**src/verilog/cssc_pkg.sv**
```systemverilog
// Behaviour
// - After reset the root clock follows the 8 MHz base source, not the PLL.
// - Decode three source-select fuses: 1X0 crystal, 1X1 recovery, 000 external, else reserved.
// - After other resets release, hold reset 0, 512 or 8192 watchdog cycles.
// - Count selected oscillator cycles; keep reset until the start-up count is reached.
// - From reset apply time-out and start-up count; from sleep only start-up count.
// - Crystal start-up from fuse bit 0 and SUT: 33,33,40,40,40,287,287,287 clocks.
// - External clock: 42 clocks from sleep; from reset 45, +4 ms, +64 ms; 11 reserved.
// - USB clock only when root selects PLL, divided by 2 for 48 MHz.
// - Card interface clock comes from root through its own divider, max 12 MHz.
// - Fast serial clock comes from root through its own divider, not the CPU clock.
// - Flash read clock runs with CPU clock; flash write clock from internal RC.
// - Software may stop the clock of each peripheral through power reduction bits.
// - Some external interrupts are detected without the I/O clock.
// - Control bit 7 steers root clock to PLL when set, base source when clear.
`default_nettype none

package cssc_pkg;

  localparam logic [7:0] CTRL_OFS = 8'h00;
  localparam logic [7:0] STAT_OFS = 8'h04;
  localparam logic [7:0] PR_FIRST_OFS = 8'h08;
  localparam logic [7:0] PR_SECOND_OFS = 8'h0C;
  localparam logic [7:0] SERIAL_DIV_OFS = 8'h10;
  localparam logic [7:0] CARD_DIV_OFS = 8'h14;

  localparam int CTRL_STEER_BIT = 7;
  localparam int CTRL_PLL_ON_BIT = 0;
  localparam int STAT_LOCK_BIT = 1;
  localparam int STAT_ON_PLL_BIT = 7;
  localparam int PR2_SERIAL_BIT = 0;
  localparam int PR2_CARD_BIT = 1;
  localparam int PR2_USB_BIT = 2;

  localparam logic [7:0] CTRL_RST = 8'h00;
  localparam logic [7:0] PR_RST = 8'h00;
  localparam logic [7:0] SERIAL_DIV_RST = 8'h02;
  localparam logic [7:0] CARD_DIV_RST = 8'h08;

  // Root at 96 MHz divided by 8 keeps the card clock at 12 MHz
  localparam logic [7:0] CARD_DIV_MIN_PLL = 8'h08;
  localparam logic [7:0] USB_DIV = 8'h02;

  localparam logic [15:0] LP_CK_SHORT = 16'h0021;
  localparam logic [15:0] LP_CK_MID = 16'h0028;
  localparam logic [15:0] LP_CK_LONG = 16'h011F;
  localparam logic [15:0] LP_ADD_BOD_RES = 16'h002A;
  localparam logic [15:0] LP_ADD_BOD_XTAL = 16'h002D;
  localparam logic [15:0] EXT_CK_SLEEP = 16'h002A;
  localparam logic [15:0] EXT_ADD_RESET = 16'h002D;
  localparam logic [15:0] RECOV_CK = 16'h0006;

  localparam logic [1:0] TOUT_NONE = 2'h0;
  localparam logic [1:0] TOUT_SHORT = 2'h1;
  localparam logic [1:0] TOUT_LONG = 2'h2;

  typedef enum logic [1:0] {
    SRC_LP_XTAL = 2'b00,
    SRC_RECOVERY = 2'b01,
    SRC_EXTERNAL = 2'b10
  } cssc_src_t;

  typedef enum logic [2:0] {
    ST_HOLD = 3'b000,
    ST_TOUT = 3'b001,
    ST_START = 3'b010,
    ST_RUN = 3'b011,
    ST_SLEEP = 3'b100
  } cssc_state_t;

endpackage : cssc_pkg

`default_nettype wire

```
**src/verilog/cssc_root_mux.sv**
```systemverilog
`default_nettype none

module cssc_root_mux (
  input wire logic clk_sys,
  input wire logic resetn,
  input wire logic base_tick,
  input wire logic pll_tick,
  input wire logic want_pll,
  output logic on_pll,
  output logic root_tick
);

  logic quiet;
  logic pend;

  // Swap only in a cycle where neither source pulses, so no pulse is cut
  assign quiet = !base_tick && !pll_tick;
  assign pend = want_pll != on_pll;

  always_ff @(posedge clk_sys) begin
    if (!resetn) begin
      on_pll <= 1'b0;
      root_tick <= 1'b0;
    end else begin
      if (pend && quiet) begin
        on_pll <= want_pll;
      end
      root_tick <= !pend && (on_pll ? pll_tick : base_tick);
    end
  end

endmodule // cssc_root_mux

`default_nettype wire

```
**src/verilog/cssc_tick_div.sv**
```systemverilog
`default_nettype none

module cssc_tick_div (
  input wire logic clk_sys,
  input wire logic resetn,
  input wire logic tick_in,
  input wire logic [7:0] div,
  output logic tick_out
);

  logic [7:0] cnt_r;
  logic [7:0] cnt_nxt;
  logic wrap;

  // A divisor of zero behaves as one
  assign wrap = tick_in && ((cnt_r + 8'h01) >= div);
  assign cnt_nxt = wrap ? 8'h00 : (tick_in ? cnt_r + 8'h01 : cnt_r);

  always_ff @(posedge clk_sys) begin
    if (!resetn) begin
      cnt_r <= 8'h00;
      tick_out <= 1'b0;
    end else begin
      cnt_r <= cnt_nxt;
      tick_out <= wrap;
    end
  end

endmodule // cssc_tick_div

`default_nettype wire

```
**src/verilog/cssc_top.sv**
```systemverilog
`default_nettype none

module cssc_top #(
  parameter logic [15:0] TOUT_SHORT_CYC = 16'h0200,
  parameter logic [15:0] TOUT_LONG_CYC = 16'h2000
) (
  input wire logic clk_sys,
  input wire logic resetn,
  input wire logic hsel,
  input wire logic [31:0] haddr,
  input wire logic [1:0] htrans,
  input wire logic hwrite,
  input wire logic [2:0] hsize,
  input wire logic [31:0] hwdata,
  input wire logic hready,
  output logic hreadyout,
  output logic hresp,
  output logic [31:0] hrdata,
  input wire logic source_select_fuse_high,
  input wire logic source_select_fuse_mid,
  input wire logic source_select_fuse_low,
  input wire logic startup_select_fuse,
  input wire logic [1:0] startup_time_fuses,
  input wire logic other_reset_active,
  input wire logic wdt_tick,
  input wire logic xtal_tick,
  input wire logic recov_tick,
  input wire logic ext_tick,
  input wire logic pll_tick,
  input wire logic rc_tick,
  input wire logic pll_locked,
  input wire logic sleep_req,
  input wire logic wake_evt,
  input wire logic [3:0] ext_int_in,
  output logic internal_reset,
  output logic config_error,
  output logic pll_on,
  output logic selected_root_clock,
  output logic base_eight_meg_clock,
  output logic cpu_tick,
  output logic flash_read_tick,
  output logic flash_write_tick,
  output logic [7:0] io_tick,
  output logic fast_serial_clock,
  output logic card_interface_clock,
  output logic usb_tick,
  output logic [3:0] ext_int_wake
);

  // Fuses captured while reset is held
  logic [2:0] src_fuse_r;
  logic boot_fuse_r;
  logic [1:0] sut_r;

  logic [7:0] ctrl_r;
  logic [7:0] pr_first_r;
  logic [7:0] pr_second_r;
  logic [7:0] serial_div_r;
  logic [7:0] card_div_r;

  cssc_pkg::cssc_state_t state_r;
  cssc_pkg::cssc_state_t state_nxt;
  logic [15:0] cnt_r;
  logic [15:0] cnt_nxt;
  logic from_rst_r;
  logic from_rst_nxt;

  logic dph_r;
  logic dph_wr_r;
  logic [7:0] dph_ofs_r;
  logic [31:0] rd_val;

  // Fuse decode
  cssc_pkg::cssc_src_t src;
  logic fuse_bad;
  logic [2:0] lp_code;
  logic [15:0] slp_ck;
  logic [15:0] add_ck;
  logic [1:0] tout_sel;
  logic [15:0] tout_cyc;
  logic [15:0] start_target;
  logic osc_tick;

  assign fuse_bad = (src_fuse_r == 3'b001) || (src_fuse_r[2:1] == 2'b01);
  assign src = src_fuse_r[2] ? (src_fuse_r[0] ? cssc_pkg::SRC_RECOVERY
                                              : cssc_pkg::SRC_LP_XTAL)
             : (fuse_bad ? cssc_pkg::SRC_LP_XTAL
                         : cssc_pkg::SRC_EXTERNAL);
  assign lp_code = {boot_fuse_r, sut_r};

  always_comb begin
    slp_ck = cssc_pkg::RECOV_CK;
    add_ck = 16'h0000;
    tout_sel = cssc_pkg::TOUT_NONE;
    unique case (src)
      cssc_pkg::SRC_LP_XTAL: begin
        if (lp_code < 3'h2) begin
          slp_ck = cssc_pkg::LP_CK_SHORT;
        end else if (lp_code < 3'h5) begin
          slp_ck = cssc_pkg::LP_CK_MID;
        end else begin
          slp_ck = cssc_pkg::LP_CK_LONG;
        end
        unique case (lp_code)
          3'h2: add_ck = cssc_pkg::LP_ADD_BOD_RES;
          3'h5: add_ck = cssc_pkg::LP_ADD_BOD_XTAL;
          3'h0, 3'h3, 3'h6: tout_sel = cssc_pkg::TOUT_SHORT;
          3'h1, 3'h4, 3'h7: tout_sel = cssc_pkg::TOUT_LONG;
        endcase
      end
      cssc_pkg::SRC_EXTERNAL: begin
        slp_ck = cssc_pkg::EXT_CK_SLEEP;
        add_ck = cssc_pkg::EXT_ADD_RESET;
        unique case (sut_r)
          2'b00: tout_sel = cssc_pkg::TOUT_NONE;
          2'b01: tout_sel = cssc_pkg::TOUT_SHORT;
          2'b10: tout_sel = cssc_pkg::TOUT_LONG;
          2'b11: tout_sel = cssc_pkg::TOUT_LONG;
        endcase
      end
      cssc_pkg::SRC_RECOVERY: begin
        slp_ck = cssc_pkg::RECOV_CK;
      end
      default: begin
        slp_ck = cssc_pkg::RECOV_CK;
      end
    endcase
  end

  // Reserved SUT on the external clock falls back to the longest wait
  assign config_error = fuse_bad ||
                        (src == cssc_pkg::SRC_EXTERNAL && sut_r == 2'b11);
  assign tout_cyc = (tout_sel == cssc_pkg::TOUT_SHORT) ? TOUT_SHORT_CYC :
                    (tout_sel == cssc_pkg::TOUT_LONG) ? TOUT_LONG_CYC : 16'h0000;
  assign start_target = from_rst_r ? slp_ck + add_ck : slp_ck;
  assign osc_tick = (src == cssc_pkg::SRC_RECOVERY) ? recov_tick :
                    (src == cssc_pkg::SRC_EXTERNAL) ? ext_tick : xtal_tick;

  always_ff @(posedge clk_sys) begin
    if (!resetn) begin
      src_fuse_r <= {source_select_fuse_high, source_select_fuse_mid,
                     source_select_fuse_low};
      boot_fuse_r <= startup_select_fuse;
      sut_r <= startup_time_fuses;
    end
  end

  // Start-up sequencer
  logic tout_done;
  logic start_done;

  assign tout_done = wdt_tick && (cnt_r + 16'h0001 >= tout_cyc);
  assign start_done = osc_tick && (cnt_r + 16'h0001 >= start_target);

  always_comb begin
    state_nxt = state_r;
    cnt_nxt = cnt_r;
    from_rst_nxt = from_rst_r;
    unique case (state_r)
      cssc_pkg::ST_HOLD: begin
        cnt_nxt = 16'h0000;
        from_rst_nxt = 1'b1;
        if (!other_reset_active) begin
          state_nxt = (tout_cyc == 16'h0000) ? cssc_pkg::ST_START
                                             : cssc_pkg::ST_TOUT;
        end
      end
      cssc_pkg::ST_TOUT: begin
        if (tout_done) begin
          state_nxt = cssc_pkg::ST_START;
          cnt_nxt = 16'h0000;
        end else if (wdt_tick) begin
          cnt_nxt = cnt_r + 16'h0001;
        end
      end
      cssc_pkg::ST_START: begin
        if (start_done) begin
          state_nxt = cssc_pkg::ST_RUN;
          cnt_nxt = 16'h0000;
        end else if (osc_tick) begin
          cnt_nxt = cnt_r + 16'h0001;
        end
      end
      cssc_pkg::ST_RUN: begin
        if (sleep_req) begin
          state_nxt = cssc_pkg::ST_SLEEP;
        end
      end
      cssc_pkg::ST_SLEEP: begin
        if (wake_evt || (|ext_int_wake)) begin
          state_nxt = cssc_pkg::ST_START;
          from_rst_nxt = 1'b0;
          cnt_nxt = 16'h0000;
        end
      end
      default: begin
        state_nxt = cssc_pkg::ST_HOLD;
      end
    endcase
    if (other_reset_active) begin
      state_nxt = cssc_pkg::ST_HOLD;
      cnt_nxt = 16'h0000;
    end
  end

  always_ff @(posedge clk_sys) begin
    if (!resetn) begin
      state_r <= cssc_pkg::ST_HOLD;
      cnt_r <= 16'h0000;
      from_rst_r <= 1'b1;
    end else begin
      state_r <= state_nxt;
      cnt_r <= cnt_nxt;
      from_rst_r <= from_rst_nxt;
    end
  end

  // Sleep keeps reset released; only the CPU, flash read and I/O clocks stop
  assign internal_reset = (state_r != cssc_pkg::ST_RUN) &&
                          (state_r != cssc_pkg::ST_SLEEP);

  // Detected combinationally so a halted I/O clock does not hide them
  assign ext_int_wake = ext_int_in;

  // Root clock and its branches
  logic on_pll;
  logic root_tick;
  logic running;
  logic [7:0] card_div_eff;

  cssc_root_mux u_root_mux (
    .clk_sys(clk_sys),
    .resetn(resetn),
    .base_tick(osc_tick),
    .pll_tick(pll_tick),
    .want_pll(ctrl_r[cssc_pkg::CTRL_STEER_BIT]),
    .on_pll(on_pll),
    .root_tick(root_tick)
  );

  assign selected_root_clock = root_tick;
  assign base_eight_meg_clock = osc_tick;
  assign pll_on = ctrl_r[cssc_pkg::CTRL_PLL_ON_BIT];
  assign running = (state_r == cssc_pkg::ST_RUN);
  assign cpu_tick = root_tick && running;
  assign flash_read_tick = cpu_tick;
  assign flash_write_tick = rc_tick;
  assign io_tick = {8{cpu_tick}} & ~pr_first_r;

  // The card divider is floored only while the fast PLL root is active
  assign card_div_eff = (on_pll && card_div_r < cssc_pkg::CARD_DIV_MIN_PLL)
                        ? cssc_pkg::CARD_DIV_MIN_PLL : card_div_r;

  cssc_tick_div u_serial_div (
    .clk_sys(clk_sys),
    .resetn(resetn),
    .tick_in(root_tick && !internal_reset &&
             !pr_second_r[cssc_pkg::PR2_SERIAL_BIT]),
    .div(serial_div_r),
    .tick_out(fast_serial_clock)
  );

  cssc_tick_div u_card_div (
    .clk_sys(clk_sys),
    .resetn(resetn),
    .tick_in(root_tick && !internal_reset &&
             !pr_second_r[cssc_pkg::PR2_CARD_BIT]),
    .div(card_div_eff),
    .tick_out(card_interface_clock)
  );

  cssc_tick_div u_usb_div (
    .clk_sys(clk_sys),
    .resetn(resetn),
    .tick_in(root_tick && on_pll && !internal_reset &&
             !pr_second_r[cssc_pkg::PR2_USB_BIT]),
    .div(cssc_pkg::USB_DIV),
    .tick_out(usb_tick)
  );

  // AHB-Lite slave, zero wait states
  logic addr_ok;
  logic [7:0] ofs;

  assign ofs = haddr[7:0];
  assign addr_ok = hsel && htrans[1] && hready;
  assign hreadyout = 1'b1;
  assign hresp = 1'b0;

  always_comb begin
    rd_val = 32'h0000_0000;
    unique case (ofs)
      cssc_pkg::CTRL_OFS: rd_val = {24'h00_0000, ctrl_r};
      cssc_pkg::STAT_OFS: begin
        rd_val[cssc_pkg::STAT_LOCK_BIT] = pll_locked;
        rd_val[cssc_pkg::STAT_ON_PLL_BIT] = on_pll;
        rd_val[10:8] = state_r;
        rd_val[12] = config_error;
        rd_val[18:16] = src_fuse_r;
        rd_val[19] = boot_fuse_r;
        rd_val[21:20] = sut_r;
      end
      cssc_pkg::PR_FIRST_OFS: rd_val = {24'h00_0000, pr_first_r};
      cssc_pkg::PR_SECOND_OFS: rd_val = {24'h00_0000, pr_second_r};
      cssc_pkg::SERIAL_DIV_OFS: rd_val = {24'h00_0000, serial_div_r};
      cssc_pkg::CARD_DIV_OFS: rd_val = {24'h00_0000, card_div_r};
      default: rd_val = 32'h0000_0000;
    endcase
  end

  logic wr_ctrl;
  logic wr_pr1;
  logic wr_pr2;
  logic wr_sdiv;
  logic wr_cdiv;

  assign wr_ctrl = dph_wr_r && dph_ofs_r == cssc_pkg::CTRL_OFS;
  assign wr_pr1 = dph_wr_r && dph_ofs_r == cssc_pkg::PR_FIRST_OFS;
  assign wr_pr2 = dph_wr_r && dph_ofs_r == cssc_pkg::PR_SECOND_OFS;
  assign wr_sdiv = dph_wr_r && dph_ofs_r == cssc_pkg::SERIAL_DIV_OFS;
  assign wr_cdiv = dph_wr_r && dph_ofs_r == cssc_pkg::CARD_DIV_OFS;

  always_ff @(posedge clk_sys) begin
    if (!resetn) begin
      dph_r <= 1'b0;
      dph_wr_r <= 1'b0;
      dph_ofs_r <= 8'h00;
      hrdata <= 32'h0000_0000;
    end else begin
      dph_r <= addr_ok;
      dph_wr_r <= addr_ok && hwrite;
      dph_ofs_r <= ofs;
      if (addr_ok && !hwrite) begin
        hrdata <= rd_val;
      end
    end
  end

  // Only bits 7 and 0 of the control word are writable
  always_ff @(posedge clk_sys) begin
    if (!resetn) begin
      ctrl_r <= cssc_pkg::CTRL_RST;
      pr_first_r <= cssc_pkg::PR_RST;
      pr_second_r <= cssc_pkg::PR_RST;
      serial_div_r <= cssc_pkg::SERIAL_DIV_RST;
      card_div_r <= cssc_pkg::CARD_DIV_RST;
    end else begin
      if (wr_ctrl) begin
        ctrl_r <= hwdata[7:0] & 8'h81;
      end
      if (wr_pr1) begin
        pr_first_r <= hwdata[7:0];
      end
      if (wr_pr2) begin
        pr_second_r <= hwdata[7:0] & 8'h07;
      end
      if (wr_sdiv) begin
        serial_div_r <= hwdata[7:0];
      end
      if (wr_cdiv) begin
        card_div_r <= hwdata[7:0];
      end
    end
  end

endmodule // cssc_top

`default_nettype wire
```
**config.mk**
```make
export PLATFORM = sky130hd
export DESIGN_NAME = cssc_top
export DESIGN_NICKNAME = d
export VERILOG_FILES = /design/src/verilog/cssc_pkg.sv /design/src/verilog/cssc_root_mux.sv /design/src/verilog/cssc_tick_div.sv /design/src/verilog/cssc_top.sv
export SDC_FILE = /design/constraint.sdc
export NUM_CORES = 1
export LEC_CHECK = 0
export BUFFER_PORTS_ARGS = -buffer_cell sky130_fd_sc_hd__buf_4
export CORE_AREA = 2 2 116 163
export CTS_CLUSTER_DIAMETER = 50
export DETAILED_ROUTE_END_ITERATION = 6
export DIE_AREA = 0 0 118 165
export GPL_TIMING_DRIVEN = 0
export PLACE_DENSITY_LB_ADDON = 0.25
export REMOVE_ABC_BUFFERS = 1
export SYNTH_ARGS = -nofsm -noshare
export SYNTH_HDL_FRONTEND = slang
export SYNTH_HIERARCHICAL = 1
export SYNTH_SLANG_ARGS = --single-unit
```
**constraint.sdc**
```tcl
create_clock -name clk_sys -period 8 [get_ports clk_sys]
set_clock_uncertainty 0.2 [all_clocks]
set_input_delay 0.4 -clock clk_sys [delete_from_list [all_inputs] [get_ports clk_sys]]
set_output_delay 0.4 -clock clk_sys [all_outputs]
set_load 0.05 [all_outputs]
```
Yosys cells after proc, flatten, opt, wreduce, memory -nomap -nowiden
Cells that the tools add are included.
{"block": "word_totals", "regBits": 111, "latchBits": 0, "ram_bits": 0, "mem_bits_ro": 0, "output_inout_bits": 57, "wordCells": 172, "mem_count": 0}
{"block": "classes", "n_addsub": 5, "n_mul": 0, "n_div": 0, "magnitude_cmp": 8, "n_eq_ne": 38, "n_shift": 0, "n_mux": 38, "bitwise": 3, "n_reduce_logical": 58}
{"operator": "$mux 16", "n": 6}
{"operator": "$pmux 16 s2", "n": 2}
{"operator": "$pmux 16 s4", "n": 1}
{"operator": "$eq 8x4->1 const B", "n": 4}
{"operator": "$eq 8x5->1 const B", "n": 4}
{"operator": "$mux 14", "n": 2}
{"operator": "$logic_and 1x1->1", "n": 27}
{"operator": "$add 8x1->8 const B", "n": 3}
{"operator": "$pmux 4 s5", "n": 1}
{"operator": "$pmux 5 s4", "n": 1}
{"operator": "$mux 9", "n": 2}
{"operator": "$add 16x1->16 const B", "n": 1}
{"operator": "$add 16x16->16", "n": 1}
{"operator": "$ge 16x14->1", "n": 1}
{"operator": "$ge 16x16->1", "n": 1}
{"operator": "$ge 8x8->1", "n": 2}
{"operator": "$logic_not 16->1", "n": 1}
{"operator": "$logic_not 8->1", "n": 2}
{"operator": "$eq 3x3->1 const B", "n": 5}
{"operator": "$pmux 3 s5", "n": 1}
{"operator": "$eq 3x2->1 const B", "n": 4}
{"operator": "$mux 3", "n": 4}
{"operator": "$pmux 6 s2", "n": 1}
{"operator": "$pmux 1 s5", "n": 2}
{"operator": "33 further kinds", "n": 71}

Logic depth before layout (Yosys ltp)
{"block": "depth", "depth_word": 13, "depth_mapped": 20}

Modules after synthesis
Netlist, hierarchy kept.
{"module": "cssc_top", "instances": 1, "cells_per_inst": 579, "area_per_inst_um2": 4939.7, "seq_area_each_um2": 1701.6}
{"module": "cssc_tick_div", "instances": 3, "cells_per_inst": 73, "area_per_inst_um2": 639.4, "seq_area_each_um2": 180.2}
{"module": "cssc_root_mux", "instances": 1, "cells_per_inst": 8, "area_per_inst_um2": 76.3, "seq_area_each_um2": 40.0}

Worst setup path after synthesis
No wires, ideal clock.
{"block": "synth_timing", "kind": "register to register", "from": "reg src_fuse_r[2]", "to": "reg state_r[1]", "setup_ns": 0.079, "arrival_time_ns": 3.847, "path_slack_ns": 3.873, "path_stages_with_launch": 21, "period_less_slack_ns": 4.127, "cell_sequence": "edfxtp_1 -> clkbuf_1 -> or3_1 -> and2_1 -> nand2_1 -> inv_1 -> ha_1 -> a21o_1 -> a21oi_1 -> nor2b_1 -> o21ai_0 -> xnor2_1 -> a21o_1 -> ha_1 -> a21o_1 -> a21oi_1 -> a31oi_1 -> a2bb2oi_4 -> o221a_4 -> a21o_1 -> a211oi_2"}
{"block": "synth_between", "elab_chain_cells": 13, "word_cells_on_any_way": 29, "classes_between": "1 x add/sub; 2 x order compare; 8 x eq/ne; 12 x mux; 6 x reduce/logical"}
{"item": "start: declaration", "line": "cssc_top.sv:51", "rtl": "logic [2:0] src_fuse_r;"}
{"item": "start signal: assignment", "line": "cssc_top.sv:141", "rtl": "src_fuse_r <= {source_select_fuse_high, source_select_fuse_mid,"}
{"item": "$eq 3x1->1 / $eq 2x1->1 (equally long branches)", "line": "cssc_top.sv:84", "rtl": "assign fuse_bad = (src_fuse_r == 3'b001) || (src_fuse_r[2:1] == 2'b01);"}
{"item": "$logic_or 1x1->1", "line": "cssc_top.sv:84"}
{"item": "$mux 2", "line": "cssc_top.sv:87", "rtl": ": (fuse_bad ? cssc_pkg::SRC_LP_XTAL"}
{"item": "$mux 2 (*)", "line": "cssc_top.sv:85", "rtl": "assign src = src_fuse_r[2] ? (src_fuse_r[0] ? cssc_pkg::SRC_RECOVERY"}
{"item": "parallel branches: the longest is 9 deep, another holds $add 16x16->16"}
{"item": "end signal: assignment", "line": "cssc_top.sv:208", "rtl": "state_r <= cssc_pkg::ST_HOLD;"}
{"item": "end signal: assignment", "line": "cssc_top.sv:212", "rtl": "state_r <= state_nxt;"}
{"item": "end: declaration", "line": "cssc_top.sv:61", "rtl": "cssc_pkg::cssc_state_t state_r;"}
Mark *: on every way between the ends.
A chain may end at the register's enable or synchronous reset.

==> impl_results.md <==
- Required time of the worst setup path: 8.02 ns
- Worst Path Arrival: 4.74 ns
- Setup TNS: 0 ns
- Worst setup EP type: register
- VDD IR-drop max: 0.09426 mV
- Grt ovf: 0
- GPL Wtd Cong: 0.8086
- Top cell type's share of synthesized area: 0.3031
- Max-slew headroom: 0.2861
- CTS Buf Count: 9
- Final wirelength: 16,560 um
- First-pass GRT wire length: 27,050 um
- CTS tree: built
- Slew @ Worst Pin: 1.068 ns
- Synth area leader: dfxtp_1
- Wire length per cell: 15.06 um
- Unique cell type count in the Yosys netlist: 80
- Root buf cell: clkbuf_16
- DRT iter0 DRCs: 298
- Worst-path fanout max: 10
- Register area share after synthesis: 0.3291
- Port bufs: 80
- Via density: 5.133
- HPWL reported at the end of detailed placement: 12,560 um
- Vias in the first global route: 5,364
- DIE HEIGHT: 165 um
- Clock Tree Buf Depth: 2
- Final hold violations: 0
- Fmax: 211.9 MHz
- Tcrit/Tclk final: 0.5900
- ANT nets after route: 0
- Row count: 58
- Post-CTS Setup Inserts: 0
- H-tree depth: 3
- Clk Latency, worst-skew pair: 0.36 ns
- Final min period: 4.720 ns
- Initial core utilization: 0.3868
- Clk sink count: 111
- Yosys warnings: 6
- P_leak: 3.341 nW
- Top-level I/O count: 151
- Initial antenna violation count: 0
- EDFF count, synth: 6
- Die width: 118 um
- Via count: 5,646
- Status: finished clean
- Largest net degree at the start of global routing: 52
- Critical path launch point type: register
- Top FF cell, synth: dfxtp_1
- Area grow syn2layout: 13.51%
- Cts hold-fix bufs: 0
- Final setup viols: 0
- Post-synth ARST share: 0
- RSZ-0062 raised after global routing: false
- Pins over their slew limit: 0
- Core area: 17,920 sq um
- CTS clock-pin slew for the worst setup and hold paths: 0.07 ns
- Share of layout cells above drive strength 1: 0.1593
- Die area: 19,470 sq um
- Synthesized area: 6934 sq um
- Nets@finish: 996
- Worst hold path class: in -> reg
- Flop2flop setup slack: 3.28 ns
- Placed cell area: 7571 sq um
- Non-Filler Cell Area, Final: 7871 sq um
- Pwr dens: 160.5 nW/um^2
- WS Path Type: reg -> reg
- Post_cts resized: 0
- Tot GR Track Use: 0.1736
- Avg Cell Area, Syn: 8.603 sq um
- Top cells by area, synth: dfxtp_1, ha_1, nor2_1
- DRC Markers: 0
- Seq cells post-synth: 111
- Max-cap violations: 0
- Post-Syn Instances: 806
- N_diodes: 0
- Initial DRT Pass Iterations: 6
cell usage in the layout, fill, tap and decap left out, types with 4 or more instances in the layout:
master and count:
nor2_1 122, conb_1 24, o2111ai_1 4, ha_1 46
a21o_1 4, inv_1 44, or4_1 5, or3_1 6
nor4_1 4, o22ai_1 7, o21a_1 4, o21ai_0 23
clkbuf_16 9, mux2i_1 40, and2_1 20, buf_4 80
nand3_1 13, nand4_1 13, and3_1 8, dfxtp_1 105
mux2_2 5, nand2b_1 5, a222oi_1 5, edfxtp_1 6
a21oi_1 22, a31oi_1 4, nor3_1 24, a22oi_1 13
nand2_1 44, xnor2_1 31, xor2_1 30, nor3b_1 4
nor2b_1 9
sequential cells by signal, indices dropped and copies added (netlist names), 2 cells and up:
register	count
hrdata	18
cnt_r	16
card_div_r	8
dph_ofs_r	8
pr_first_r	8
serial_div_r	8
u_card_div/cnt_r	8
u_serial_div/cnt_r	8
u_usb_div/cnt_r	8
pr_second_r	3
src_fuse_r	3
state_r	3
ctrl_r	2
sut_r	2
cell usage after synthesis, types with 3 or more instances:
master     count
nor2b_1        9
clkbuf_1      21
ha_1          46
o21a_1         4
mux2i_1       40
buf_4         27
and2_1        20
or4_1          5
o22ai_1        7
a22oi_1       13
o221ai_2       3
dfxtp_1      105
a21o_1         4
nor3_1        24
and3_1         8
buf_2         11
nand2b_1       5
o21ai_0       23
nand3_1       13
o211ai_1       3
buf_1          4
o31ai_1        3
nor4_1         4
a21oi_1       22
and3_4         3
edfxtp_1       6
or3_1          6
xor2_1        30
a31oi_1        4
o2111ai_1      4
a21o_2         3
nor2_2         3
nand4_1       13
nor3b_1        6
mux2_2         5
nand2_1       44
inv_1         44
xnor2_1       31
a222oi_1       5
a221oi_2       3
nor2_1       122
final cells by class:
type | count | area [sq um]
clock buffer | 9 | 225.2
clock inverter | 7 | 75.07
fill | 1815 | 10050
inverter | 45 | 168.9
multi-input combinational | 606 | 4197
sequential | 111 | 2282
tap | 240 | 300.3
timing repair buffer | 82 | 623.1
critical path, stage by stage, from the launching register on:
cell       delay (ns)
edfxtp_1         0.55
nor2b_1          0.37
a21oi_1          0.12
o22ai_1          0.24
ha_1             0.22
inv_1            0.05
fa_1             0.40
nor2b_1          0.12
o21ai_0          0.08
inv_1            0.05
o21ai_0          0.11
o31a_1           0.29
ha_1             0.30
o2111a_1         0.18
o31ai_1          0.07
a31oi_1          0.30
a2bb2oi_4        0.26
o21ai_1          0.12
a21oi_2          0.44
nor3_1           0.10
path summary, 6_finish.rpt:
kind | cells after the start | startpoint | end
min reg2reg | 2 | pr_first_r[7] | hrdata[7]
max | 19 | sut_r[0] | cnt_r[12]
min | 1 | startup_time_fuses[1] | sut_r[1]
max reg2reg | 19 | sut_r[0] | cnt_r[12]
metrics by stage:
| stage | utilization | setup slack, ns | cells | power [mW] | hold slack, ns |
|---|---|---|---|---|---|
| 2_1_floorplan | - | 3.906 | 762 | 0.7428 | 0.2421 |
| 3_3_place_gp | 0.4206 | 3.303 | 1082 | 0.8139 | 0.2700 |
| 3_5_place_dp | 0.4224 | 3.300 | 1084 | 0.8158 | 0.2832 |
| 4_1_cts | 0.4391 | 3.267 | 1100 | 1.277 | 0.008397 |
| 5_1_grt | 0.4391 | 2.836 | 1100 | 1.329 | 0.001773 |
| 6_report | 0.4391 | 3.280 | 1100 | 1.263 | 0.01922 |
logic make-up (layout without fill, tap and decap cells):
group,after synthesis,count (layout),share of synthesized area
AOI/OAI and AO/OA,127,127,0.1409
xor gates and xnor gates,61,61,0.07705
adders and majority gates,47,47,0.08589
buffers and inverters,111,143,0.07903
DFF,111,111,0.3291
muxes,45,45,0.06586
other,2,24,0.001083
and+or+nand+nor,302,302,0.2210
routing by layer:
metal	global-route usage	routed length [um]
met1	0.1999	7117
met2	0.3219	8505
met3	0.03349	643
met4	0.05696	293
met5	0	0
where the power goes:
part	switching (mW)	leakage, nW	internal (mW)
Combinational	0.134	2.29	0.0843
Clock	0.238	0.145	0.223
Sequential	0.0183	0.907	0.566
No activity file was read; power rests on OpenSTA's default activity.
